==> src/hdl/can_mode_pkg.sv <==
// constants, types and layouts for the can mode, reset and interrupt control block
package can_mode_pkg;
  localparam logic [7:0] reset_control_addr = 8'h00;
  localparam logic [7:0] mode_select_addr = 8'h04;
  localparam logic [7:0] baud_prescaler_addr = 8'h08;
  localparam logic [7:0] bit_timing_addr = 8'h0c;
  localparam logic [7:0] error_counter_addr = 8'h10;
  localparam logic [7:0] error_status_addr = 8'h14;
  localparam logic [7:0] status_addr = 8'h18;
  localparam logic [7:0] interrupt_status_addr = 8'h1c;
  localparam logic [7:0] interrupt_enable_addr = 8'h20;
  localparam logic [7:0] interrupt_clear_addr = 8'h24;
  localparam logic [7:0] filter_mask_addr = 8'h64;
  localparam logic [7:0] filter_id_addr = 8'h68;
  // reset_control bits
  localparam int soft_reset_pos = 0;
  localparam int controller_enable_pos = 1;
  // mode_select bits
  localparam int sleep_select_pos = 0;
  localparam int loopback_select_pos = 1;
  // status bits
  localparam int st_config_pos = 0;
  localparam int st_loopback_pos = 1;
  localparam int st_sleep_pos = 2;
  localparam int st_normal_pos = 3;
  // interrupt bits
  localparam int arbitration_lost_pos = 0;
  localparam int transmit_done_pos = 1;
  localparam int priority_buffer_full_pos = 2;
  localparam int transmit_fifo_full_pos = 3;
  localparam int receive_done_pos = 4;
  localparam int receive_underflow_pos = 5;
  localparam int receive_overflow_pos = 6;
  localparam int error_pos = 7;
  localparam int bus_off_pos = 8;
  localparam int sleep_entered_pos = 9;
  localparam int wakeup_pos = 10;
  localparam int receive_not_empty_pos = 11;
  localparam int irq_width = 12;
  localparam logic [11:0] config_clear_mask = 12'h7d3;
  localparam logic [3:0] recessive_run_len = 4'hb;
  localparam logic [31:0] baud_prescaler_rst = 32'h0000_0000;
  localparam logic [31:0] bit_timing_rst = 32'h0000_0000;
  localparam logic [15:0] error_counter_rst = 16'h0000;
  localparam logic [4:0] error_status_rst = 5'h00;

  typedef enum logic [1:0] {
    mode_config = 2'b00,
    mode_normal = 2'b01,
    mode_sleep = 2'b10,
    mode_loopback = 2'b11
  } mode_t;

  // events and levels from the protocol engine
  typedef struct packed {
    logic bit_tick;
    logic bus_idle;
    logic bus_activity;
    logic tx_pending;
    logic new_tx_frame;
    logic [irq_width-1:0] events;
    logic [15:0] error_counter;
    logic [4:0] error_status;
  } engine_status_t;

  // controls to the protocol engine
  typedef struct packed {
    logic engine_run;
    logic loopback;
    logic hold_errors;
    logic [31:0] baud_prescaler;
    logic [31:0] bit_timing;
  } engine_ctrl_t;
endpackage
==> src/hdl/can_mode_ctrl.sv <==
// mode selection, soft reset, interrupt line and registers of the can controller
//
// Local design decisions: the address map and the address-and-strobe port.
`timescale 1ns/1ps
module can_mode_ctrl
(
  input wire logic i_ref_clk, // 40 MHz clock
  input wire logic i_soft_reset_bit, // synchronous reset, active high
  input wire logic i_ce, // clock enable
  input wire logic i_system_reset_in, // async system reset pin
  input wire logic i_rx_pin, // receive line from transceiver
  input wire logic [7:0] i_addr, // register byte address
  input wire logic [31:0] i_wdata, // write data
  input wire logic i_wr, // write strobe
  input wire logic i_rd, // read strobe
  input wire can_mode_pkg::engine_status_t i_engine, // engine status
  output logic [31:0] o_rdata, // read data, cycle after strobe
  output logic o_tx_pin, // transmit line
  output logic o_interrupt_out, // interrupt line
  output can_mode_pkg::engine_ctrl_t o_engine, // engine controls
  output logic [3:0] o_mode_status // one-hot status
);
  typedef struct packed {
    logic [2:0] rst_sync;
    logic [2:0] rx_sync;
    logic soft_reset_bit;
    logic controller_enable_bit;
    logic sleep_select_bit;
    logic loopback_select_bit;
    logic [31:0] baud_prescaler;
    logic [31:0] bit_timing;
    logic [15:0] error_counter;
    logic [4:0] error_status;
    logic [11:0] interrupt_status_reg;
    logic [11:0] interrupt_enable_reg;
    logic [3:0] run_count;
    can_mode_pkg::mode_t mode;
    logic irq;
    logic [31:0] rdata;
  } state_t;

  state_t state_reg;
  state_t state_next;
  logic [31:0] filter_mask_reg;
  logic [31:0] filter_id_reg;
  logic sys_rst;
  logic rx_level;
  logic in_reset;
  logic [11:0] irq_clr;
  logic [11:0] irq_set;
  logic irq_cond;
  logic irq_drop;

  // pin passes three flops; reset counts only while stages two and three are both high
  assign sys_rst = state_reg.rst_sync[1] & state_reg.rst_sync[2];
  assign in_reset = i_soft_reset_bit | sys_rst | state_reg.soft_reset_bit;

  always_comb
  begin
    state_next = state_reg;
    rx_level = state_reg.rx_sync[2];
    irq_clr = 12'h000;
    irq_set = i_engine.events;
    irq_cond = 1'b0;
    irq_drop = 1'b0;
    state_next.rst_sync = {state_reg.rst_sync[1:0], i_system_reset_in};
    state_next.rx_sync = {state_reg.rx_sync[1:0], i_rx_pin};
    if (state_reg.rx_sync[1] == state_reg.rx_sync[2])
    begin
      rx_level = state_reg.rx_sync[1];
    end
    state_next.rdata = 32'h0000_0000;
    if (i_rd)
    begin
      case (i_addr)
        can_mode_pkg::reset_control_addr:
          state_next.rdata = {30'h0, state_reg.controller_enable_bit, 1'b0};
        can_mode_pkg::mode_select_addr:
          state_next.rdata = {30'h0, state_reg.loopback_select_bit, state_reg.sleep_select_bit};
        can_mode_pkg::baud_prescaler_addr: state_next.rdata = state_reg.baud_prescaler;
        can_mode_pkg::bit_timing_addr: state_next.rdata = state_reg.bit_timing;
        can_mode_pkg::error_counter_addr: state_next.rdata = {16'h0, state_reg.error_counter};
        can_mode_pkg::error_status_addr: state_next.rdata = {27'h0, state_reg.error_status};
        can_mode_pkg::status_addr: state_next.rdata = {28'h0, o_mode_status};
        can_mode_pkg::interrupt_status_addr: state_next.rdata = {20'h0, state_reg.interrupt_status_reg};
        can_mode_pkg::interrupt_enable_addr: state_next.rdata = {20'h0, state_reg.interrupt_enable_reg};
        can_mode_pkg::filter_mask_addr: state_next.rdata = filter_mask_reg;
        can_mode_pkg::filter_id_addr: state_next.rdata = filter_id_reg;
        default: state_next.rdata = 32'h0000_0000;
      endcase
    end
    if (i_wr)
    begin
      case (i_addr)
        can_mode_pkg::reset_control_addr:
        begin
          state_next.soft_reset_bit = i_wdata[can_mode_pkg::soft_reset_pos];
          state_next.controller_enable_bit = i_wdata[can_mode_pkg::controller_enable_pos];
        end
        can_mode_pkg::mode_select_addr:
        begin
          // mode bits load only while disabled; while enabled a write can only clear the sleep bit
          if (!state_reg.controller_enable_bit)
          begin
            state_next.sleep_select_bit = i_wdata[can_mode_pkg::sleep_select_pos];
            state_next.loopback_select_bit = i_wdata[can_mode_pkg::loopback_select_pos];
          end
          else if (!i_wdata[can_mode_pkg::sleep_select_pos])
          begin
            state_next.sleep_select_bit = 1'b0;
          end
        end
        can_mode_pkg::baud_prescaler_addr:
          if (state_reg.mode == can_mode_pkg::mode_config)
          begin
            state_next.baud_prescaler = i_wdata;
          end
        can_mode_pkg::bit_timing_addr:
          if (state_reg.mode == can_mode_pkg::mode_config)
          begin
            state_next.bit_timing = i_wdata;
          end
        can_mode_pkg::interrupt_enable_addr: state_next.interrupt_enable_reg = i_wdata[11:0];
        can_mode_pkg::interrupt_clear_addr: irq_clr = i_wdata[11:0];
        default: irq_clr = 12'h000;
      endcase
    end
    // error registers track the engine in every mode except config
    if (state_reg.mode == can_mode_pkg::mode_config)
    begin
      state_next.error_counter = can_mode_pkg::error_counter_rst;
      state_next.error_status = can_mode_pkg::error_status_rst;
      irq_set = i_engine.events & ~can_mode_pkg::config_clear_mask;
      irq_clr = irq_clr | can_mode_pkg::config_clear_mask;
    end
    else
    begin
      state_next.error_counter = i_engine.error_counter;
      state_next.error_status = i_engine.error_status;
    end
    // mode machine; config holds until enable plus eleven recessive bits
    case (state_reg.mode)
      can_mode_pkg::mode_config:
      begin
        if (state_reg.controller_enable_bit && i_engine.bit_tick)
        begin
          if (!rx_level)
          begin
            state_next.run_count = 4'h0;
          end
          else if (state_reg.run_count != can_mode_pkg::recessive_run_len)
          begin
            state_next.run_count = state_reg.run_count + 4'h1;
          end
        end
        if (state_reg.controller_enable_bit
            && state_reg.run_count == can_mode_pkg::recessive_run_len)
        begin
          if (state_reg.loopback_select_bit)
          begin
            state_next.mode = can_mode_pkg::mode_loopback;
          end
          else if (state_reg.sleep_select_bit && !i_engine.tx_pending)
          begin
            state_next.mode = can_mode_pkg::mode_sleep;
            irq_set[can_mode_pkg::sleep_entered_pos] = 1'b1;
          end
          else if (!state_reg.sleep_select_bit)
          begin
            state_next.mode = can_mode_pkg::mode_normal;
          end
        end
      end
      can_mode_pkg::mode_normal:
        if (state_reg.sleep_select_bit && i_engine.bus_idle && !i_engine.tx_pending)
        begin
          state_next.mode = can_mode_pkg::mode_sleep;
          irq_set[can_mode_pkg::sleep_entered_pos] = 1'b1;
        end
      can_mode_pkg::mode_sleep:
        if (!state_reg.sleep_select_bit || i_engine.bus_activity || i_engine.new_tx_frame)
        begin
          state_next.mode = can_mode_pkg::mode_normal;
          state_next.sleep_select_bit = 1'b0;
          irq_set[can_mode_pkg::wakeup_pos] = 1'b1;
        end
      can_mode_pkg::mode_loopback: state_next.mode = can_mode_pkg::mode_loopback;
      default: state_next.mode = can_mode_pkg::mode_config;
    endcase
    if (!state_reg.controller_enable_bit)
    begin
      state_next.mode = can_mode_pkg::mode_config;
      state_next.run_count = 4'h0;
    end
    // set wins over clear
    state_next.interrupt_status_reg = (state_reg.interrupt_status_reg & ~irq_clr) | irq_set;
    irq_cond = |(state_next.interrupt_status_reg & state_next.interrupt_enable_reg);
    irq_drop = |(state_reg.interrupt_status_reg & state_reg.interrupt_enable_reg & (irq_clr | ~state_next.interrupt_enable_reg));
    state_next.irq = irq_cond & ~(irq_drop & state_reg.irq);
    if (in_reset)
    begin
      // filters and synchronisers are kept outside this default set
      state_next.soft_reset_bit = 1'b0;
      state_next.controller_enable_bit = 1'b0;
      state_next.sleep_select_bit = 1'b0;
      state_next.loopback_select_bit = 1'b0;
      state_next.baud_prescaler = can_mode_pkg::baud_prescaler_rst;
      state_next.bit_timing = can_mode_pkg::bit_timing_rst;
      state_next.error_counter = can_mode_pkg::error_counter_rst;
      state_next.error_status = can_mode_pkg::error_status_rst;
      state_next.interrupt_status_reg = 12'h000;
      state_next.interrupt_enable_reg = 12'h000;
      state_next.run_count = 4'h0;
      state_next.mode = can_mode_pkg::mode_config;
      state_next.irq = 1'b0;
    end
    if (i_soft_reset_bit)
    begin
      state_next.rst_sync = 3'h0;
      state_next.rx_sync = 3'h7;
      state_next.rdata = 32'h0000_0000;
    end
  end

  always_ff @(posedge i_ref_clk)
  begin
    if (i_ce)
    begin
      state_reg <= state_next;
      // not part of the reset set, survives both resets
      if (i_wr && i_addr == can_mode_pkg::filter_mask_addr)
      begin
        filter_mask_reg <= i_wdata;
      end
      if (i_wr && i_addr == can_mode_pkg::filter_id_addr)
      begin
        filter_id_reg <= i_wdata;
      end
    end
  end

  always_comb
  begin
    o_mode_status = 4'h0;
    case (state_reg.mode)
      can_mode_pkg::mode_config: o_mode_status[can_mode_pkg::st_config_pos] = 1'b1;
      can_mode_pkg::mode_loopback: o_mode_status[can_mode_pkg::st_loopback_pos] = 1'b1;
      can_mode_pkg::mode_sleep: o_mode_status[can_mode_pkg::st_sleep_pos] = 1'b1;
      can_mode_pkg::mode_normal: o_mode_status[can_mode_pkg::st_normal_pos] = 1'b1;
      default: o_mode_status[can_mode_pkg::st_config_pos] = 1'b1;
    endcase
  end

  assign o_rdata = state_reg.rdata;
  assign o_interrupt_out = state_reg.irq;
  // transmit is held recessive in every mode; engine drives frames internally in loopback
  assign o_tx_pin = 1'b1;
  assign o_engine.engine_run = state_reg.mode == can_mode_pkg::mode_normal
                               || state_reg.mode == can_mode_pkg::mode_loopback;
  assign o_engine.loopback = state_reg.mode == can_mode_pkg::mode_loopback;
  assign o_engine.hold_errors = state_reg.mode == can_mode_pkg::mode_config;
  assign o_engine.baud_prescaler = state_reg.baud_prescaler;
  assign o_engine.bit_timing = state_reg.bit_timing;

  a_reset_config: assert property (@(posedge i_ref_clk) i_soft_reset_bit |=> o_mode_status == 4'h1)
    else $error("reset left config");
  a_soft_reset: assert property (@(posedge i_ref_clk) disable iff (i_soft_reset_bit)
    (i_ce && state_reg.soft_reset_bit) |=> o_mode_status == 4'h1 && !state_reg.soft_reset_bit)
    else $error("soft reset missed");
  a_onehot_status: assert property (@(posedge i_ref_clk) disable iff (i_soft_reset_bit)
    $onehot(o_mode_status)) else $error("status not one-hot");
  a_config_errors: assert property (@(posedge i_ref_clk) disable iff (i_soft_reset_bit)
    (i_ce && state_reg.mode == can_mode_pkg::mode_config) |=> state_reg.error_counter == 16'h0)
    else $error("error counter not held");
  a_config_flags: assert property (@(posedge i_ref_clk) disable iff (i_soft_reset_bit)
    (i_ce && state_reg.mode == can_mode_pkg::mode_config
     && state_next.mode == can_mode_pkg::mode_config)
    |=> (state_reg.interrupt_status_reg & can_mode_pkg::config_clear_mask) == 12'h0)
    else $error("event flags kept");
  a_run_exit: assert property (@(posedge i_ref_clk) disable iff (i_soft_reset_bit)
    (state_reg.mode == can_mode_pkg::mode_config
     && state_reg.run_count != can_mode_pkg::recessive_run_len)
    |=> state_reg.mode != can_mode_pkg::mode_normal)
    else $error("left config early");
  a_loop_exit: assert property (@(posedge i_ref_clk) disable iff (i_soft_reset_bit)
    (state_reg.mode == can_mode_pkg::mode_loopback)
    |=> state_reg.mode inside {can_mode_pkg::mode_loopback, can_mode_pkg::mode_config})
    else $error("bad loopback exit");
  a_irq_drop: assert property (@(posedge i_ref_clk) disable iff (i_soft_reset_bit)
    (i_ce && state_reg.irq && irq_drop) |=> !o_interrupt_out)
    else $error("irq not dropped");
  a_irq_rise: assert property (@(posedge i_ref_clk) disable iff (i_soft_reset_bit || in_reset)
    (i_ce && !state_reg.irq && |(state_reg.interrupt_status_reg & state_reg.interrupt_enable_reg)) |=> o_interrupt_out)
    else $error("irq not raised");
  c_enter_normal: cover property (@(posedge i_ref_clk) state_reg.mode == can_mode_pkg::mode_normal);
  c_enter_sleep: cover property (@(posedge i_ref_clk) state_reg.mode == can_mode_pkg::mode_sleep);
  c_loopback: cover property (@(posedge i_ref_clk) state_reg.mode == can_mode_pkg::mode_loopback);
  c_irq_pulse: cover property (@(posedge i_ref_clk) state_reg.irq ##1 !state_reg.irq ##1 state_reg.irq);
endmodule

==> config.mk <==
export PLATFORM = sky130hd
export DESIGN_NAME = can_mode_ctrl
export DESIGN_NICKNAME = d
export VERILOG_FILES = /design/src/hdl/can_mode_pkg.sv /design/src/hdl/can_mode_ctrl.sv
export SDC_FILE = /design/constraint.sdc
export NUM_CORES = 1
export LEC_CHECK = 0
export BUFFER_PORTS_ARGS = -buffer_cell sky130_fd_sc_hd__buf_4
export CAP_MARGIN = 20
export CORE_MARGIN = 3
export CORE_UTILIZATION = 49
export CTS_CLUSTER_DIAMETER = 40
export DETAILED_ROUTE_END_ITERATION = 6
export GPL_TIMING_DRIVEN = 0
export PLACE_DENSITY = 0.8
export SETUP_SLACK_MARGIN = 0.05
export SYNTH_ARGS = -nofsm -noshare
export SYNTH_HDL_FRONTEND = slang
export SYNTH_SLANG_ARGS = --single-unit
export TNS_END_PERCENT = 30
==> constraint.sdc <==
create_clock -name i_ref_clk -period 3.5 [get_ports i_ref_clk]
set_input_delay 0.525 -clock i_ref_clk [delete_from_list [all_inputs] [get_ports i_ref_clk]]
set_output_delay 0.525 -clock i_ref_clk [all_outputs]
set_load 0.01 [all_outputs]
==> impl_metrics.toml, run 1 <==
[run_status]
outcome = "complete, but fails checks"
violations = "design-rule violations"

[clocking]
root_buffer = "clkbuf_16"
cts_buffer_depth = 3
cts_tree = "built"
ctsHoldBuffers = 0
cts_made_buffers = 29
cts_setup_buffers = 0
cts_sinks = 222
htreeDepth = 1
clk_pin_slew_worst_paths_ps = 60
insertion_delay_ps = 540
cts_resized = 0

[grt]
antenna_found_initial = 0
track_usage_pct = 23.7
grt_pass1_vias = 7179
grt_first_pass_wirelength_um = 40400
grt_overflow = 0
grt_max_degree = 58

[yosys]
synth_flop_cell = "edfxtp_1"
ys_types = 60
synth_top_cell_by_area = "edfxtp_1"
synth_simple_gate_area_share_pct = 11.1
synth-compound-area-share_pct = 11.7
ys_seq_elements = 222
synth_most_common_cell = "edfxtp_1"
synth_cells = 743
synthTopCellsByArea = "edfxtp_1 66%, buf_4 7.5%, a22oi_1 4.3%, and3_1 2.2%, a21oi_1 1.8%"
synth_fa_ha_area_share_pct = 0.125
yosysWarnings = 0
syn_avg_cell_area_um2 = 13.5
synth_xor_area_share_pct = 0.261
synth_top_family_by_area = "compound AO/OA/AOI/OAI gates"
synth_area_um2 = 10000
synth_nets = 829
synth_edf_count = 222
synth_top_cell_area_share_pct = 66.3
ys_seq_area_share_pct = 66.3
synth_mux_area_share_pct = 1.29
synthTopCellsByCount = "222 x edfxtp_1, 100 x buf_4, 58 x a22oi_1"
async_flop_share_pct = 0

[setup_path]
path_max_fanout = 23
r2r-end = "o_engine[47]"
required_ps = 3730
rr_worst_depth = 6
critPathMaxStageDelay_ps = 550
path_buf_inv = 3
r2r_slack_ps = 780
crit_type = "primary input to flip-flop"
path_cells = "buf_4 -> nor3_1 -> nand2b_1 -> nor2_1 -> clkbuf_1 -> nand3_1 -> a21boi_4 -> buf_12"
r2r-start = "state_reg[33]"
cp.arrival_ps = 3470
worst_setup_path_end_kind = "flip-flop"
crit_family = "simple AND/OR/NAND/NOR gates"
worst_setup_path_start_kind = "primary input"
critical_path.slowest_cell = "clkbuf_1"

[sta]
rsz0062_at_grt = "no"
max_freq_mhz = 309
slew_headroom_pct = 42.1
final.period_utilization_pct = 92.4
finClkSkew_ps = 11.3
min_period_ps = 3230
slew_viol_final = 0
worstMarginPinSlew_ps = 869
tns_ps = 0
setup_viol = 0
finalHoldViolations = 0

[place]
portBuffers = 187
dp_hpwl_um = 18900
gp_congestion = 0.879
dpl-instance-area_um2 = 11900

[detailed_routing]
wl_um = 27500
wl_per_cell_um = 22.0
vias = 7401
via_per_inst = 5.92
drc = 3
firstDrtPassIters = 7
drt_iter0_drc = 886
ant_nets = 0

[hold_path]
hold_start = "i_wdata[13]"
hold_depth = 1
hold_class = "primary input to flip-flop"
whs_endpoint = "filter_id_reg[13]"

[power]
p_leak_uw = 0.00492
irDropWorstVdd_uv = 379
powerDensity_nw_per_um2 = 508

[floorplan]
core_um2 = 19800
num_io_pins = 190
initial_core_util_pct = 50.8
die_x_um = 149
rows = 51
fp.dieH_um = 149
die_area_um2 = 22300

[final_layout]
final_cell_area_um2 = 12800
final.fill_count = 1495
drive_gt1_share_pct = 36.5
area_delta_synth_final_pct = 27.7
final_nets = 1050
antenna_cells = 0
final_core_util_pct = 64.9
largest_register_ff_count = 64

[job]
drv_cap = 0
-- power by group --
| group | leakage (µW) | internal [µW] | switching (µW) |
|---|---|---|---|
| registers | 0.00218 | 3040 | 67.8 |
| logic | 0.00229 | 261 | 270 |
| clock network | 0.000450 | 1700 | 1190 |
| total | 0.00492 | 4990 | 1520 |
-- cell type report --
class | instances | area, µm² | share of cell area, %
clock buffers | 30 | 729 | 5.68
inverters | 3 | 11.3 | 0.0877
well taps | 265 | 332 | 2.58
flip-flops and latches | 222 | 6670 | 51.9
clock inverters | 23 | 226 | 1.76
repair buffers | 190 | 1470 | 11.5
plain buffers | 140 | 915 | 7.13
multi-input cells | 378 | 2480 | 19.3
-- through the flow --
stage	instances	setup WS [ps]	hold slack, ps	power (µW)
final	1251	266	179	6520
after global routing	1251	97.0	162	6700
after CTS	1251	301	165	6540
after detailed placement	1198	-255	492	3680
after global placement	1195	-2050	482	3660
after floorplan	743	-164	479	3370
-- worst max-delay path by stage --
stage | startpoint | to | slack (ps) | cells past startpoint
floorplan | i_addr[5] | o_engine[0] | -160 | 6
global placement | i_addr[5] | o_engine[15] | -2050 | 7
detailed placement | i_addr[5] | o_engine[47] | -250 | 8
CTS | i_addr[5] | o_engine[62] | 300 | 8
global route | i_addr[5] | o_engine[44] | 100 | 8
finish | i_addr[5] | o_engine[47] | 270 | 8
-- kinds of logic (layout without fill, tap and decap cells) --
| logic type | after synthesis | after routing |
|---|---|---|
| fa+ha+maj | 1 | 1 |
| xor+xnor | 3 | 3 |
| buf+inv | 143 | 386 |
| compound gates | 164 | 164 |
| simple gates | 196 | 196 |
| flops | 222 | 222 |
| other cells | 1 | 1 |
| mux | 13 | 13 |
-- cells in the final DEF, fill, tap and decap left out, types with 9 or more instances in the layout --
cell type / netlist / layout
and3_1: 36 / 34
clkbuf_16: 0 / 29
a22oi_1: 58 / 58
a21oi_1: 37 / 37
nor2b_1: 9 / 9
and2_1: 24 / 24
buf_4: 100 / 287
nand3_1: 22 / 22
a222oi_1: 13 / 13
nand2_1: 12 / 12
a31oi_1: 13 / 13
nand4_1: 14 / 14
nor2_1: 49 / 49
mux2i_1: 13 / 13
edfxtp_1: 222 / 222
clkbuf_1: 34 / 35
-- per-layer routing --
layer	GRT usage (%)	vias to the layer above	share of wire, %
met5	0	-	0
met2	37.9	501	47
met3	4.19	66	11
met4	8.79	0	3.0
met1	32.8	3577	39
li1	-	3257	-
(Power assumes the default switching activity.)
==> run 2, diff against run 1 <==
ABC_AREA = 1   (was default)
CORE_ASPECT_RATIO = 1.75   (was default)
PLACE_DENSITY = 0.79   (was 0.8)
RECOVER_POWER = 50   (was default)
==> run 2 against run 1 <==
  * The flow still finishes with violations (design-rule violations)
  * Worst setup slack better by 140 ps
  * First-iteration DRC count up 8.5%
  * Sequential power barely moved
  * Combinational power increased by 8.7%
  * Critical path type is now flip-flop to flip-flop
  * Critical endpoint is now o_engine[14]
==> impl_metrics.toml, run 2 <==
[setup_path]
worst_setup_path_start_kind = "flip-flop"
crit_type = "flip-flop to flip-flop"
path_max_fanout = 17
r2r_slack_ps = 410
cp.arrival_ps = 3290
required_ps = 3700
worst_setup_path_end_kind = "flip-flop"

[yosys]
ys_seq_elements = 222
ys_seq_area_share_pct = 62.9
synth_top_cell_by_area = "edfxtp_1"
yosysWarnings = 0
syn_avg_cell_area_um2 = 10.3
synthTopCellsByCount = "301 x nand2_1, 222 x edfxtp_1, 105 x buf_4"
synth_flop_cell = "edfxtp_1"
synth_nets = 1115
synth_most_common_cell = "nand2_1"
synth_cells = 1029
synthTopCellsByArea = "edfxtp_1 63%, nand2_1 11%, buf_4 7.4%, nor2_1 3.3%, inv_1 3.2%"
ys_types = 39
synth_edf_count = 222
synth_top_cell_area_share_pct = 62.9
async_flop_share_pct = 0
synth_area_um2 = 10600

[clocking]
cts_made_buffers = 21
cts_setup_buffers = 0
cts_resized = 0
htreeDepth = 1
ctsHoldBuffers = 0
insertion_delay_ps = 500
cts_buffer_depth = 3
root_buffer = "clkbuf_16"
cts_sinks = 222
cts_tree = "built"
clk_pin_slew_worst_paths_ps = 70

[sta]
finalHoldViolations = 0
slew_viol_final = 0
setup_viol = 0
slew_headroom_pct = 48.0
max_freq_mhz = 324
worstMarginPinSlew_ps = 778
finClkSkew_ps = 18.5
tns_ps = 0
rsz0062_at_grt = "no"
final.period_utilization_pct = 88.3
min_period_ps = 3090

[detailed_routing]
route.met3.wl_um = 2020
wl_per_cell_um = 19.3
drc = 5
firstDrtPassIters = 7
via_per_inst = 5.31
dr_wl_met2_um = 15700
drt_iter0_drc = 961
highest-signal-layer = "met4"
ant_nets = 0
vias = 8209
met1_length_um = 10400
wl_um = 29800

[power]
irDropWorstVdd_uv = 323
powerDensity_nw_per_um2 = 460
p_leak_uw = 0.00551

[final_layout]
final_cell_area_um2 = 13100
final_common_cell = "nand2_1"
final_cells = 1547
drive_gt1_share_pct = 26.4
final_nets = 1331
final_cell_mix = "301 x nand2_1, 222 x edfxtp_1, 163 x buf_4"
area_delta_synth_final_pct = 23.7
largest_register_ff_count = 64
final_core_util_pct = 62.1

[floorplan]
core_um2 = 21100
num_io_pins = 190
die_area_um2 = 23500
die_x_um = 117
fp.dieH_um = 201
initial_core_util_pct = 50.2
rows = 70

[place]
portBuffers = 188
dp.cells = 1510
dpl-instance-area_um2 = 12500
gp_congestion = 0.968
dp_hpwl_um = 22000

[run_status]
outcome = "complete, but fails checks"
violations = "design-rule violations"

[grt]
antenna_found_initial = 0
grt_max_degree = 52
grt_overflow = 0
track_usage_pct = 25.3
grt_first_pass_wirelength_um = 44700
grt_pass1_vias = 8132

[hold_path]
hold_class = "primary input to flip-flop"

[job]
drv_cap = 0
## run 2: final cells by class
cell class	instances	area (µm²)
multi-input combinational	573	2670
fill	1745	8000
buffer	136	926
clock buffer	23	533
sequential	222	6670
antenna	1	2.50
inverter	98	368
tap	288	360
clock inverter	13	168
timing repair buffer	193	1410
## run 2: cell families after synthesis
kind of cell | Yosys count | share of synthesized area (%)
and+or+nand+nor | 461 | 17.7
buffers and inverters | 234 | 12.2
DFF | 222 | 62.9
AOI/OAI and AO/OA | 109 | 6.87
xor gates and xnor gates | 1 | 0.0827
adders and majority gates | 1 | 0.118
other | 1 | 0.0354
## run 2: path summary, 6_finish.rpt
| check | start | end | cells past startpoint |
|---|---|---|---|
| worst max-delay path | state_reg[34] | o_engine[14] | 7 |
| worst min-delay path | i_wdata[15] | filter_id_reg[15] | 1 |
| worst max register to register | state_reg[34] | o_engine[14] | 7 |
| worst min register to register | state_reg[152] | state_reg[153] | 1 |
## run 2: per-stage QoR
step                total power (µW)  setup WS (ps)  hold WS [ps]
floorplan                       3420            245           479
global placement                3730          -1910           490
detailed placement              3750            360           505
CTS                             6080            384           208
global route                    6220            308           241
finish                          6030            409           250
## run 2: worst max-delay path, cell delays in order, from the launching register on
cell,delay [ps]
edfxtp_1,490
nor2_4,220
clkinv_1,320
buf_2,340
nand2_1,280
nand2_1,210
a21oi_4,640
buf_16,250
## run 2: layer usage
metal,track usage (%),vias to the layer above
met5,0,-
met4,12.6,0
met3,3.02,115
met2,44.9,446
met1,29.2,3832
li1,-,3816
## run 2: report_power, final
| part | total (µW) | switching [µW] | internal, µW |
|---|---|---|---|
| Sequential | 3100 | 56.9 | 3040 |
| Combinational | 577 | 324 | 252 |
| Clock | 2350 | 960 | 1390 |
| Total | 6030 | 1340 | 4690 |
==> run 3, diff against run 2 <==
==> constraint.sdc (replaced) <==
create_clock -name i_ref_clk -period 3.5 [get_ports i_ref_clk]
set_input_delay 0.7 -clock i_ref_clk [delete_from_list [all_inputs] [get_ports i_ref_clk]]
set_output_delay 0.7 -clock i_ref_clk [all_outputs]
set_load 0.01 [all_outputs]
==> run 3 against run 2 <==
  * The flow now finishes without violations
  * Total power about the same
  * Die area did not move
  * Fmax shrank 0.18%
  * Worst setup slack got worse by 5.7 ps
  * Global-route usage is the same
  * Critical endpoint unchanged
  * Largest power group unchanged
==> impl_metrics.toml, run 3 (synthesis results as in run 2) <==
[place]
pre_cts_slack_ps = 185
dp.cells = 1510
gp_congestion = 0.968
portBuffers = 188
dpl-instance-area_um2 = 12500
dp_hpwl_um = 22000

[floorplan]
die_x_um = 117
fp.dieH_um = 201
core_um2 = 21100
die_area_um2 = 23500
num_io_pins = 190
rows = 70
initial_core_util_pct = 50.2

[final_layout]
multiInputGateArea_um2 = 2670
final_cell_area_um2 = 13100
area_delta_synth_final_pct = 23.7
final_core_util_pct = 62.1
final_common_cell = "nand2_1"
final_nets = 1331
final.fill_count = 1746
regArea_um2 = 6670
largest_register_ff_count = 64
drive_gt1_share_pct = 26.3
final_cells = 1547
final_cell_mix = "301 x nand2_1, 222 x edfxtp_1, 170 x buf_4"

[setup_path]
required_ps = 3700
cp.arrival_ps = 3290
rr_worst_depth = 7
critPathMaxStageDelay_ps = 640
worst_setup_path_end_kind = "flip-flop"
path_max_fanout = 17
r2r-end = "o_engine[14]"
endpoint = "o_engine[14]"
crit_top_cell = "nand2_1"
worst_setup_path_start_kind = "flip-flop"
path_cells = "nor2_4 -> clkinv_1 -> buf_2 -> nand2_1 -> nand2_1 -> a21oi_4 -> buf_16"
cp-startpoint = "state_reg[34]"
r2r_slack_ps = 400
crit_type = "flip-flop to flip-flop"
r2r-start = "state_reg[34]"
critical_path.slowest_cell = "a21oi_4"

[detailed_routing]
firstDrtPassIters = 6
via_per_inst = 5.27
wl_um = 29800
wl_per_cell_um = 19.3
vias = 8149
drc = 0
ant_nets = 0
drt_iter0_drc = 891

[sta]
finClkSkew_ps = 18.1
rsz0062_at_grt = "no"
worstMarginPinSlew_ps = 781
final.period_utilization_pct = 88.5
slew_headroom_pct = 47.9
max_freq_mhz = 323
finalHoldViolations = 0
slew_viol_final = 0
min_period_ps = 3100
setup_viol = 0
worst_slack_ps = 404

[grt]
track_usage_pct = 25.3
grt_first_pass_wirelength_um = 44700
antenna_found_initial = 0
grt_overflow = 0
grt_max_degree = 52
grt_pass1_vias = 8132

[clocking]
root_buffer = "clkbuf_16"
htreeDepth = 1
clk_pin_slew_worst_paths_ps = 70
cts_setup_buffers = 0
cts_made_buffers = 21
cts_tree = "built"
ctsHoldBuffers = 0
cts_buffer_depth = 3
cts_sinks = 222
insertion_delay_ps = 500
cts_resized = 0

[hold_path]
hold_depth = 1
hold_class = "primary input to flip-flop"

[power]
p_comb_share_pct = 9.6
power_frac_clock_pct = 39.1
power_switching_uw = 1340
swShare_pct = 22.3
powerDensity_nw_per_um2 = 460
irDropWorstVdd_uv = 323
p_leak_uw = 0.00551
p_int_uw = 4690
seq_power_share_pct = 51.4

[job]
drv_cap = 0

[run_status]
outcome = "complete, no violations"
-- run 3: critical path, delay by kind of cell (launching register included) --
kind | cells | cell delay (ps)
simple gates | 3 | 710
flops | 1 | 480
compound gates | 1 | 640
buf+inv | 3 | 920
-- run 3: through the flow --
stage                     power [µW]  setup TNS [ps]  hold WS, ps
after global routing            6220               0          416
after detailed placement        3750               0          505
final                           6030               0          427
after CTS                       6080               0          383
after floorplan                 3420               0          479
after global placement          3730         -223310          490
-- run 3: cell type report --
cell class                      count  area share [%]
Multi-Input combinational cell    573            20.4
Antenna cell                        1          0.0191
Clock buffer                       23            4.07
Inverter                           98            2.81
Clock inverter                     13            1.28
Buffer                            136            7.05
Tap cell                          288            2.75
Sequential cell                   222            50.9
Timing Repair Buffer              193            10.8
-- run 3: worst min-delay path by stage --
stage | to | from
6_report | filter_id_reg[13] | i_wdata[13]
3_3_place_gp | state_reg[154] | state_reg[153]
4_1_cts | filter_mask_reg[20] | i_wdata[20]
5_1_grt | filter_id_reg[13] | i_wdata[13]
3_5_place_dp | state_reg[153] | state_reg[152]
2_1_floorplan | state_reg[153] | state_reg[152]
-- run 3: power groups by stage --
stage          Combinational (µW)  Sequential, µW  Clock (µW)
2_1_floorplan                 286            3140           0
3_3_place_gp                  568            3160           0
3_5_place_dp                  599            3150           0
4_1_cts                       601            3100        2380
5_1_grt                       628            3110        2490
6_report                      577            3100        2360
-- run 3: layer usage --
| layer | track usage, % | vias up | wire length, µm |
|---|---|---|---|
| met3 | 3.02 | 108 | 1940 |
| met2 | 44.9 | 418 | 15700 |
| met1 | 29.2 | 3819 | 10400 |
| met4 | 12.6 | 0 | 1740 |
| met5 | 0 | - | 0 |
| li1 | - | 3804 | - |
